[src/hw/kbrx_pkg.sv]
// package: shared constants and carrier types of the kernel bus read exerciser
package kbrx_pkg;
  localparam int unsigned KBRX_ADDR_W = 23;
  localparam logic [KBRX_ADDR_W-1:0] KBRX_ADDR_RST = 23'h000000;
  localparam logic [KBRX_ADDR_W-1:0] KBRX_ADDR_MAX = 23'h7fffff;
  localparam int unsigned KBRX_CLK_MHZ = 100;
  // status line one low time per read, in ns
  localparam int unsigned KBRX_STROBE_NS = 20;
  localparam int unsigned KBRX_STROBE_CYC =
    (KBRX_STROBE_NS * KBRX_CLK_MHZ + 999) / 1000;
  localparam logic [3:0] KBRX_STROBE_CNT = 4'(KBRX_STROBE_CYC);

  typedef enum logic [4:0] {
    KBRX_IDLE  = 5'h01,
    KBRX_REQ   = 5'h02,
    KBRX_ISSUE = 5'h04,
    KBRX_WAIT  = 5'h08,
    KBRX_DONE  = 5'h10
  } kbrx_state_e;

  // bus outputs with their enables, high while driven
  typedef struct packed {
    logic [KBRX_ADDR_W-1:0] addr;
    logic addr_oe;
    logic status_line_zero_n;
    logic status_line_one_n;
    logic code_intack_select;
    logic mem_io_select;
    logic ctrl_oe;
  } kbrx_bus_s;

  // strap inputs
  typedef struct packed {
    logic stimulus_mode_select;
    logic wait_state_select;
    logic addr_latch_select;
  } kbrx_strap_s;
endpackage

[src/hw/kbrx_addr_latch.sv]
// address latch that captures the bus address on each latch enable
`timescale 1ns/1ps
module kbrx_addr_latch #(
  parameter int unsigned ADDR_W = 23
) (
  input wire logic ref_clk_i,
  input wire logic rst_b_i,
  input wire logic ale_i,
  input wire logic enable_i,
  input wire logic [ADDR_W-1:0] bus_addr_i,
  output logic [ADDR_W-1:0] latched_addr_bit_o,
  output logic latched_addr_oe_o
);
  logic [ADDR_W-1:0] held;
  logic [ADDR_W-1:0] next_held;

  always_comb begin
    next_held = held;
    if (ale_i) begin
      next_held = bus_addr_i;
    end
  end

  always_ff @(posedge ref_clk_i or negedge rst_b_i) begin
    if (!rst_b_i) begin
      held <= '0;
    end else begin
      held <= next_held;
    end
  end

  // disabled outputs carry zero and are not driven
  assign latched_addr_bit_o = enable_i ? held : '0;
  assign latched_addr_oe_o = enable_i;
endmodule // kbrx_addr_latch

[src/hw/kbrx_exerciser.sv]
// top of the kernel bus read exerciser
`timescale 1ns/1ps
// Function
// - in stimulus mode with bus held, issue back-to-back reads everywhere
// - counter drives word address bits 1..23; bit 0 is not driven
// - raise hold request; drive nothing until grant acknowledge arrives
// - after grant hold status zero and code/intack low; pulse status one
// - memory/io select held high during exerciser cycles
// - status one strobes last a fixed KBRX_STROBE_NS (two cycles); next read waits for ready
// - assert address direction override while supplying addresses
// - wait-state select gives zero or one wait state per access
// - only stimulus mode starts bus activity; without it the bus is freed after any pending read, and only latched outputs drive
// - latched address outputs active only when latch select is on
// - latched outputs capture bus address on each latch enable strobe
module kbrx_exerciser
  import kbrx_pkg::*;
#(
  parameter int unsigned ADDR_W = KBRX_ADDR_W
) (
  input wire logic ref_clk_i,
  input wire logic rst_b_i,
  input wire kbrx_pkg::kbrx_strap_s strap_i,
  input wire logic bus_grant_ack_i,
  input wire logic system_ready_n_i,
  input wire logic ale_i,
  input wire logic [ADDR_W-1:0] bus_addr_i,
  output logic bus_hold_req_o,
  output logic addr_dir_override_o,
  output kbrx_pkg::kbrx_bus_s bus_o,
  output logic [ADDR_W-1:0] latched_addr_bit_o,
  output logic latched_addr_oe_o
);
  import kbrx_pkg::*;

  // ------------------------------------------------------------
  // reset release
  // ------------------------------------------------------------
  logic rst_meta;
  logic rst_sync;

  always_ff @(posedge ref_clk_i or negedge rst_b_i) begin
    if (!rst_b_i) begin
      rst_meta <= 1'b0;
      rst_sync <= 1'b0;
    end else begin
      rst_meta <= 1'b1;
      rst_sync <= rst_meta;
    end
  end

  // ------------------------------------------------------------
  // read sequencer
  // ------------------------------------------------------------
  kbrx_state_e state;
  kbrx_state_e next_state;
  logic [ADDR_W-1:0] addr;
  logic [ADDR_W-1:0] next_addr;
  logic [3:0] cnt;
  logic [3:0] next_cnt;
  logic wait_done;
  logic next_wait_done;
  logic hold_req;
  logic next_hold_req;
  logic s1_n;
  logic next_s1_n;
  logic own;
  logic next_own;

  always_comb begin
    next_state = state;
    next_addr = addr;
    next_cnt = cnt;
    next_wait_done = wait_done;
    next_hold_req = hold_req;
    next_s1_n = 1'b1;
    next_own = own;
    case (state)
      KBRX_IDLE: begin
        next_own = 1'b0;
        if (strap_i.stimulus_mode_select) begin
          next_hold_req = 1'b1;
          next_state = KBRX_REQ;
        end
      end
      KBRX_REQ: begin
        if (!strap_i.stimulus_mode_select) begin
          next_hold_req = 1'b0;
          next_state = KBRX_IDLE;
        end else if (bus_grant_ack_i) begin
          next_own = 1'b1;
          next_state = KBRX_ISSUE;
        end
      end
      KBRX_ISSUE: begin
        // a strobe starts only once the board reports ready
        if (!system_ready_n_i) begin
          next_s1_n = 1'b0;
          next_cnt = KBRX_STROBE_CNT;
          next_wait_done = !strap_i.wait_state_select;
          next_state = KBRX_WAIT;
        end
      end
      KBRX_WAIT: begin
        if (cnt > 4'h1) begin
          next_s1_n = 1'b0;
          next_cnt = cnt - 4'h1;
        end else if (!wait_done) begin
          next_wait_done = 1'b1;
        end else begin
          next_state = KBRX_DONE;
        end
      end
      KBRX_DONE: begin
        next_addr = (addr == KBRX_ADDR_MAX) ? KBRX_ADDR_RST
                                            : addr + 23'h000001;
        if (!strap_i.stimulus_mode_select || !bus_grant_ack_i) begin
          next_hold_req = 1'b0;
          next_own = 1'b0;
          next_state = KBRX_IDLE;
        end else begin
          next_state = KBRX_ISSUE;
        end
      end
      default: begin
        next_state = KBRX_IDLE;
        next_hold_req = 1'b0;
        next_own = 1'b0;
      end
    endcase
  end

  always_ff @(posedge ref_clk_i or negedge rst_b_i) begin
    if (!rst_b_i) begin
      state <= KBRX_IDLE;
      addr <= KBRX_ADDR_RST;
      cnt <= 4'h0;
      wait_done <= 1'b0;
      hold_req <= 1'b0;
      s1_n <= 1'b1;
      own <= 1'b0;
    end else if (!rst_sync) begin
      state <= KBRX_IDLE;
      addr <= KBRX_ADDR_RST;
      cnt <= 4'h0;
      wait_done <= 1'b0;
      hold_req <= 1'b0;
      s1_n <= 1'b1;
      own <= 1'b0;
    end else begin
      state <= next_state;
      addr <= next_addr;
      cnt <= next_cnt;
      wait_done <= next_wait_done;
      hold_req <= next_hold_req;
      s1_n <= next_s1_n;
      own <= next_own;
    end
  end

  // ------------------------------------------------------------
  // bus drive
  // ------------------------------------------------------------
  // enables depend on ownership only, so nothing drives before grant
  always_comb begin
    bus_o.addr = own ? addr : '0;
    bus_o.addr_oe = own;
    bus_o.status_line_zero_n = 1'b0;
    bus_o.code_intack_select = 1'b0;
    bus_o.status_line_one_n = own ? s1_n : 1'b1;
    bus_o.mem_io_select = own;
    bus_o.ctrl_oe = own;
  end

  assign bus_hold_req_o = hold_req;
  assign addr_dir_override_o = own;

  // ------------------------------------------------------------
  // latched address view
  // ------------------------------------------------------------
  kbrx_addr_latch #(
    .ADDR_W(ADDR_W)
  ) u_latch (
    .ref_clk_i(ref_clk_i),
    .rst_b_i(rst_sync),
    .ale_i(ale_i),
    .enable_i(strap_i.addr_latch_select),
    .bus_addr_i(bus_addr_i),
    .latched_addr_bit_o(latched_addr_bit_o),
    .latched_addr_oe_o(latched_addr_oe_o)
  );
endmodule // kbrx_exerciser

[config.mk]
export PLATFORM = sky130hd
export DESIGN_NAME = kbrx_exerciser
export DESIGN_NICKNAME = d
export VERILOG_FILES = /design/src/hw/kbrx_pkg.sv /design/src/hw/kbrx_addr_latch.sv /design/src/hw/kbrx_exerciser.sv
export SDC_FILE = /design/constraint.sdc
export NUM_CORES = 1
export LEC_CHECK = 0
export ABC_AREA = 1
export BUFFER_PORTS_ARGS = -buffer_cell sky130_fd_sc_hd__clkbuf_2
export CAP_MARGIN = 10
export CORE_ASPECT_RATIO = 1.2
export CORE_UTILIZATION = 40
export CTS_CLUSTER_SIZE = 40
export DETAILED_ROUTE_END_ITERATION = 7
export PLACE_DENSITY = 0.69
export SETUP_SLACK_MARGIN = 0.2
export SLEW_MARGIN = 15
export SYNTH_ARGS = -nofsm -noshare
export SYNTH_HDL_FRONTEND = slang
export SYNTH_SLANG_ARGS = --single-unit
export TNS_END_PERCENT = 20
[constraint.sdc]
create_clock -name ref_clk_i -period 1.67 [get_ports ref_clk_i]
set_input_delay 0.2505 -clock ref_clk_i [delete_from_list [all_inputs] [get_ports ref_clk_i]]
set_output_delay 0.2505 -clock ref_clk_i [all_outputs]
set_load 0.01 [all_outputs]
After elaboration in Yosys (flattened, before gate mapping)
Cells that the tools add are included.
- output and inout bits: 55
- word-level logic and storage cells: 78
- input port bits: 31
- register bits: 61
- add/sub/neg operators: 2
- mux-type cells: 36
- magnitude comparators: 1
- reduce and logical (&&, ||, !) cells: 10
- equality and inequality tests: 19
- operator list (kind ; count):
    $mux 23 ; 5
    $mux 5 ; 7
    $ne 3x3->1 const B ; 9
    $pmux 5 s5 ; 1
    $add 23x1->23 const B ; 1
    $eq 23x23->1 const B ; 1
    $mux 1 ; 14
    $mux 4 ; 3
    $pmux 4 s2 ; 1
    $reduce_and 4->1 ; 2
    $reduce_and 3->1 ; 2
    $eq 5x1->1 const B ; 1
    $eq 5x2->1 const B ; 1
    $eq 5x3->1 const B ; 1
    $eq 5x4->1 const B ; 1
    $eq 5x5->1 const B ; 1
    $reduce_and 5->1 ; 1
    $gt 4x1->1 const B ; 1
    $ne 4x4->1 const B ; 1
    $pmux 1 s2 ; 2
    $pmux 1 s4 ; 1
    $sub 4x1->4 const B ; 1
    $logic_not 1->1 ; 3
    $mux 3 ; 1
    other kinds (6) ; 6

Depth between registers and ports, before layout
- depth after elaboration: 5
- gate-level depth with buffers: 10
- mapped depth without buffers: 10

Hierarchy
From an unflattened synthesis, not the netlist that was laid out.
- cell total of the unflattened synthesis: 517
- area total of the unflattened synthesis: 3663.5 um^2
- modules (own cells, without submodules) (module ; area each (um^2) ; times used ; seq. area each (um^2) ; cells an instance):
    kbrx_exerciser ; 2597.5 ; 1 ; 953.4 ; 371
    kbrx_addr_latch ; 1066.0 ; 1 ; 575.6 ; 146

Worst setup path after synthesis
No wires, ideal clock.
- path type: register -> register
- start point: register rst_sync
- end point: register hold_req (netlist: bus_hold_req_o)
- cell stages (with the launch flop): 9
- data required time: 1547 ps
- buffers on the path: 1
- arrival: 1717 ps
- period minus slack after synthesis: 1840 ps
- setup time: 123 ps
- setup slack: -170 ps
- cells stage by stage: dfrtp_1 > buf_2 > inv_1 > nor2_1 > nand2_1 > nand2_1 > nor2_1 > nand2_1 > nand2_1
- longest elaborated chain between the ends: 2
- elaborated cells between the ends (all ways): 6
- those cells by class: eq/ne: 4; mux: 1; reduce/logical: 1
- ends and longest elaborated chain (what ; RTL line ; RTL):
    start, declared ; kbrx_exerciser.sv:39 ; logic rst_sync;
    start signal, assigned ; kbrx_exerciser.sv:47 ; rst_sync <= rst_meta;
    $ne 3x3->1 (no line) / $ne 2x2->1 (equally long branches) ; - ;
    $reduce_and 4->1 (no line) ; - ;
    end signal, assigned ; kbrx_exerciser.sv:154 ; hold_req <= next_hold_req;
    end, declared ; kbrx_exerciser.sv:62 ; logic hold_req;
Parallel ways exist; a longest one is shown, timed or not.
A chain may end at the register's enable or synchronous reset.

Worst setup path after layout
- start point: register state[1]
- end point: register cnt[2]
- longest elaborated chain between the ends: 3
- elaborated cells between the ends (all ways): 8
- those cells by class: eq/ne: 5; mux: 2; reduce/logical: 1
- ends and longest elaborated chain (what ; RTL line ; RTL):
    start, declared ; kbrx_exerciser.sv:54 ; kbrx_state_e state;
    start signal, assigned ; kbrx_exerciser.sv:150 ; state <= next_state;
    $eq 5x4->1 / $eq 5x3->1 (equally long branches) ; kbrx_exerciser.sv:77 ; case (state)
    $ne 3x1->1 (no line), or another cell as far along ; - ;
    $reduce_and 3->1 (no line) / $mux 4 (equally long branches) ; - ;
    end signal, assigned ; kbrx_exerciser.sv:152 ; cnt <= next_cnt;
    end, declared ; kbrx_exerciser.sv:58 ; logic [3:0] cnt;
Parallel ways exist; a longest one is shown, timed or not.

==> parameters.txt <==
Parameter                              Value

Timing
  Final worst-path cycle share    90.6%
  Setup repair after global routing missed its margin    yes
  Minimum clock period    1.51 ns
  Transition at the pin with the smallest max-transition slack    0.542 ns
  Fmax    0.661 GHz
  Final Hold Vio Count    0
  Total negative slack    0 ns
  Slew margin rel.    63.9%
  Final setup violation count    0
  Fin. max-slew vios    0
  Clock Skew    0.00692 ns

Synthesis
  FFs w/ async S/R, synth    100%
  Yosys warnings    0
  Post-synthesis register bit count    61
  Top-area cell type share of the netlist area    41.4%
  Syn Area/Cell    7.49 µm²
  Cells after Synth    476
  Leading cell types by total area after synthesis    dfrtp_1 41%, nand2_1 16%, inv_1 8.0%
  Fraction of the yosys area taken by sequential cells    42.9%
  Summed instance area of the synthesized netlist    3560 µm²
  Synth area leader    dfrtp_1
  Count of different cell masters after synthesis    32
  Dominant register cell in the synthesized netlist    dfrtp_1
  Count of flip-flops with a built-in enable after synthesis    0

Place
  Final weighted congestion in routability-driven placement    0.893
  Count of buffers inserted at the top-level ports    83
  Instance area at placement    4190 µm²
  DP Cell Count    677
  Post-DP HPWL    6140 µm

Status
  Outcome    finished, final reports clean

Finish
  Number of fill cells in the layout    820
  Area Growth Syn to Fin    29.7%
  Post-route design area    4620 µm²
  Sequential standard cell area    1530 µm²
  Diode count    0
  Final Net Count    616
  Multi-input logic area    1750 µm²
  Fraction of layout cells with a size suffix above 1    31.2%
  Final std cells w/o fill    704
  Leading cell types in the layout, fill and taps excluded    149 x nand2_1, 83 x clkbuf_2, 76 x inv_1
  Leading cell type in the layout, fill and taps excluded    nand2_1

Detailed routing
  Post-detailed-route wirelength per cell    11.5 µm
  Vias after detailed routing    3289
  Post-route DRC violation count    0
  Number of nets still failing antenna checks after routing    0
  Vias/cell    4.67
  Initial drt markers    119
  Routed wire length    8110 µm
  First-pass DRT Iterations    5

Floorplan
  Die width    88.2 µm
  Placeable Area    8610 µm²
  I/O pin count    86
  DIE AREA    9290 µm²
  Starting density of the core    41.4%
  Cell row count    37
  Die span in y    105 µm

GRT
  First-pass GRT wire length    13500 µm
  Pin count of the biggest net entering global routing    29
  Global-route usage over all layers    18.7%
  Antenna violations before repair    0
  Global route overflow    0
  Number of global-route vias before repair    3102

Clock network
  Number of buffers added by the clock tree synthesis step    9
  Maximum clock insertion buffer count    2
  Clk slew on worst S/H paths    0.07 ns
  TritonCTS clock tree    built
  H-Tree Level Count    3
  Clock root cell    clkbuf_8
  Worst-skew pair later-pin latency    0.34 ns
  # clock sinks    61

Power
  Final total power    0.00370 W
  Power density cells    800 nW/µm²
  Maximum resistive drop on vdd    0.416 mV
  Leakage power    2.51 nW

Hold path
  Class of the most critical hold timing path    primary input to flop

Setup path
  Kind of capture point of the worst setup path    flop
  Launching element type of the critical path    flop
  Signal arrival time at the worst endpoint    1.79 ns
  Endpoint required time on the critical path    1.95 ns
  Critical path class    flop to flop
  Crit path max fanout    7

Run
  Count of max-cap constraint violations    0
## synthesized netlist by cell type, types with 4 or more instances
| cell type | count |
|---|---|
| nand2_1 | 154 |
| inv_1 | 76 |
| dfrtp_1 | 59 |
| nor2_1 | 50 |
| nand3_1 | 24 |
| mux2_2 | 23 |
| o21ai_0 | 16 |
| xor2_1 | 11 |
| nand4_1 | 10 |
| buf_4 | 8 |
| clkbuf_1 | 6 |
| nor3_1 | 4 |
## layout make-up
class / instances / share of cell area (%)
Clock buffer: 12 / 3.14
Clock inverter: 4 / 2.06
Inverter: 76 / 6.17
Multi-Input combinational cell: 322 / 37.8
Sequential cell: 61 / 33.2
Tap cell: 117 / 3.17
Timing Repair Buffer: 112 / 14.5
## flip-flops by register name, summed over array words and instances (netlist names)
| name | cells |
|---|---|
| wait_done | 1 |
| cnt | 4 |
| addr_dir_override_o | 1 |
| addr | 23 |
| rst_sync | 1 |
| s1_n | 1 |
| rst_meta | 1 |
| bus_hold_req_o | 1 |
| state | 5 |
| u_latch.held | 23 |
## layer usage
layer	GRT usage (%)	up-vias	wire, µm
li1	-	1671	-
met1	22.0	1513	3600
met4	10.6	0	134
met5	0	-	0
met2	31.5	96	4020
met3	3.13	9	349
## power by group
group,switching (W),internal (W)
sequential,0.0000657,0.00158
clock,0.000548,0.00103
combinational,0.000269,0.000207
total,0.000883,0.00282
## cell families (layout without fill, tap and decap cells)
family / Yosys count / in the layout / share of synthesized area, %
buf+inv: 94 / 204 / 11.0
other cells: 2 / 3 / 0.211
fa+ha+maj: 3 / 3 / 1.05
flops: 61 / 61 / 42.9
simple gates: 259 / 259 / 31.3
compound gates: 22 / 22 / 3.30
mux: 23 / 23 / 7.27
xor+xnor: 12 / 12 / 2.95
## critical path, stage by stage, from the launching register on
cell and delay, ns:
dfrtp_2 0.44, nor2_4 0.21, nand4_4 0.20, nand2_2 0.15
nand2_2 0.08, nor2_4 0.11, buf_6 0.12, nand4_1 0.07
nand2_1 0.08
## stage by stage
stage | hold WS, ns | util [%] | setup slack [ns]
detailed placement | 0.233 | 48.6 | -0.0428
global route | 0.127 | 53.7 | 0.0610
floorplan | -0.0451 | - | 0.118
finish | 0.139 | 53.7 | 0.157
CTS | 0.119 | 52.6 | 0.161
global placement | 0.230 | 48.6 | 0.0544
## path summary, 6_finish.rpt
| path | startpoint | slack (ns) | depth (start not counted) | endpoint |
|---|---|---|---|---|
| max in group asynchronous | rst_b_i | 0.66 | 3 | s1_n$_DFF_PN1_ |
| hold / removal | bus_addr_i[0] | 0.14 | 2 | u_latch.held[0]$_DFFE_PN0P_ |
| min in group asynchronous | rst_b_i | 0.41 | 2 | addr[6]$_DFFE_PN0P_ |
| setup reg to reg | state[1]$_DFFE_PN0P_ | 0.16 | 8 | cnt[2]$_DFFE_PN0P_ |
| hold reg to reg | rst_meta$_DFF_PN0_ | 0.35 | 0 | rst_sync$_DFF_PN0_ |
| setup / recovery | state[1]$_DFFE_PN0P_ | 0.16 | 8 | cnt[2]$_DFFE_PN0P_ |
## timing repair
item,4_1_cts,5_1_grt
pin swaps,7,5
hold buffers,1,0
hold endpoints to repair,16,0
endpoints found under the setup margin,57,57
resized for setup,11,20
buffers inserted,6,4
Power figures use the tool's default switching activity.
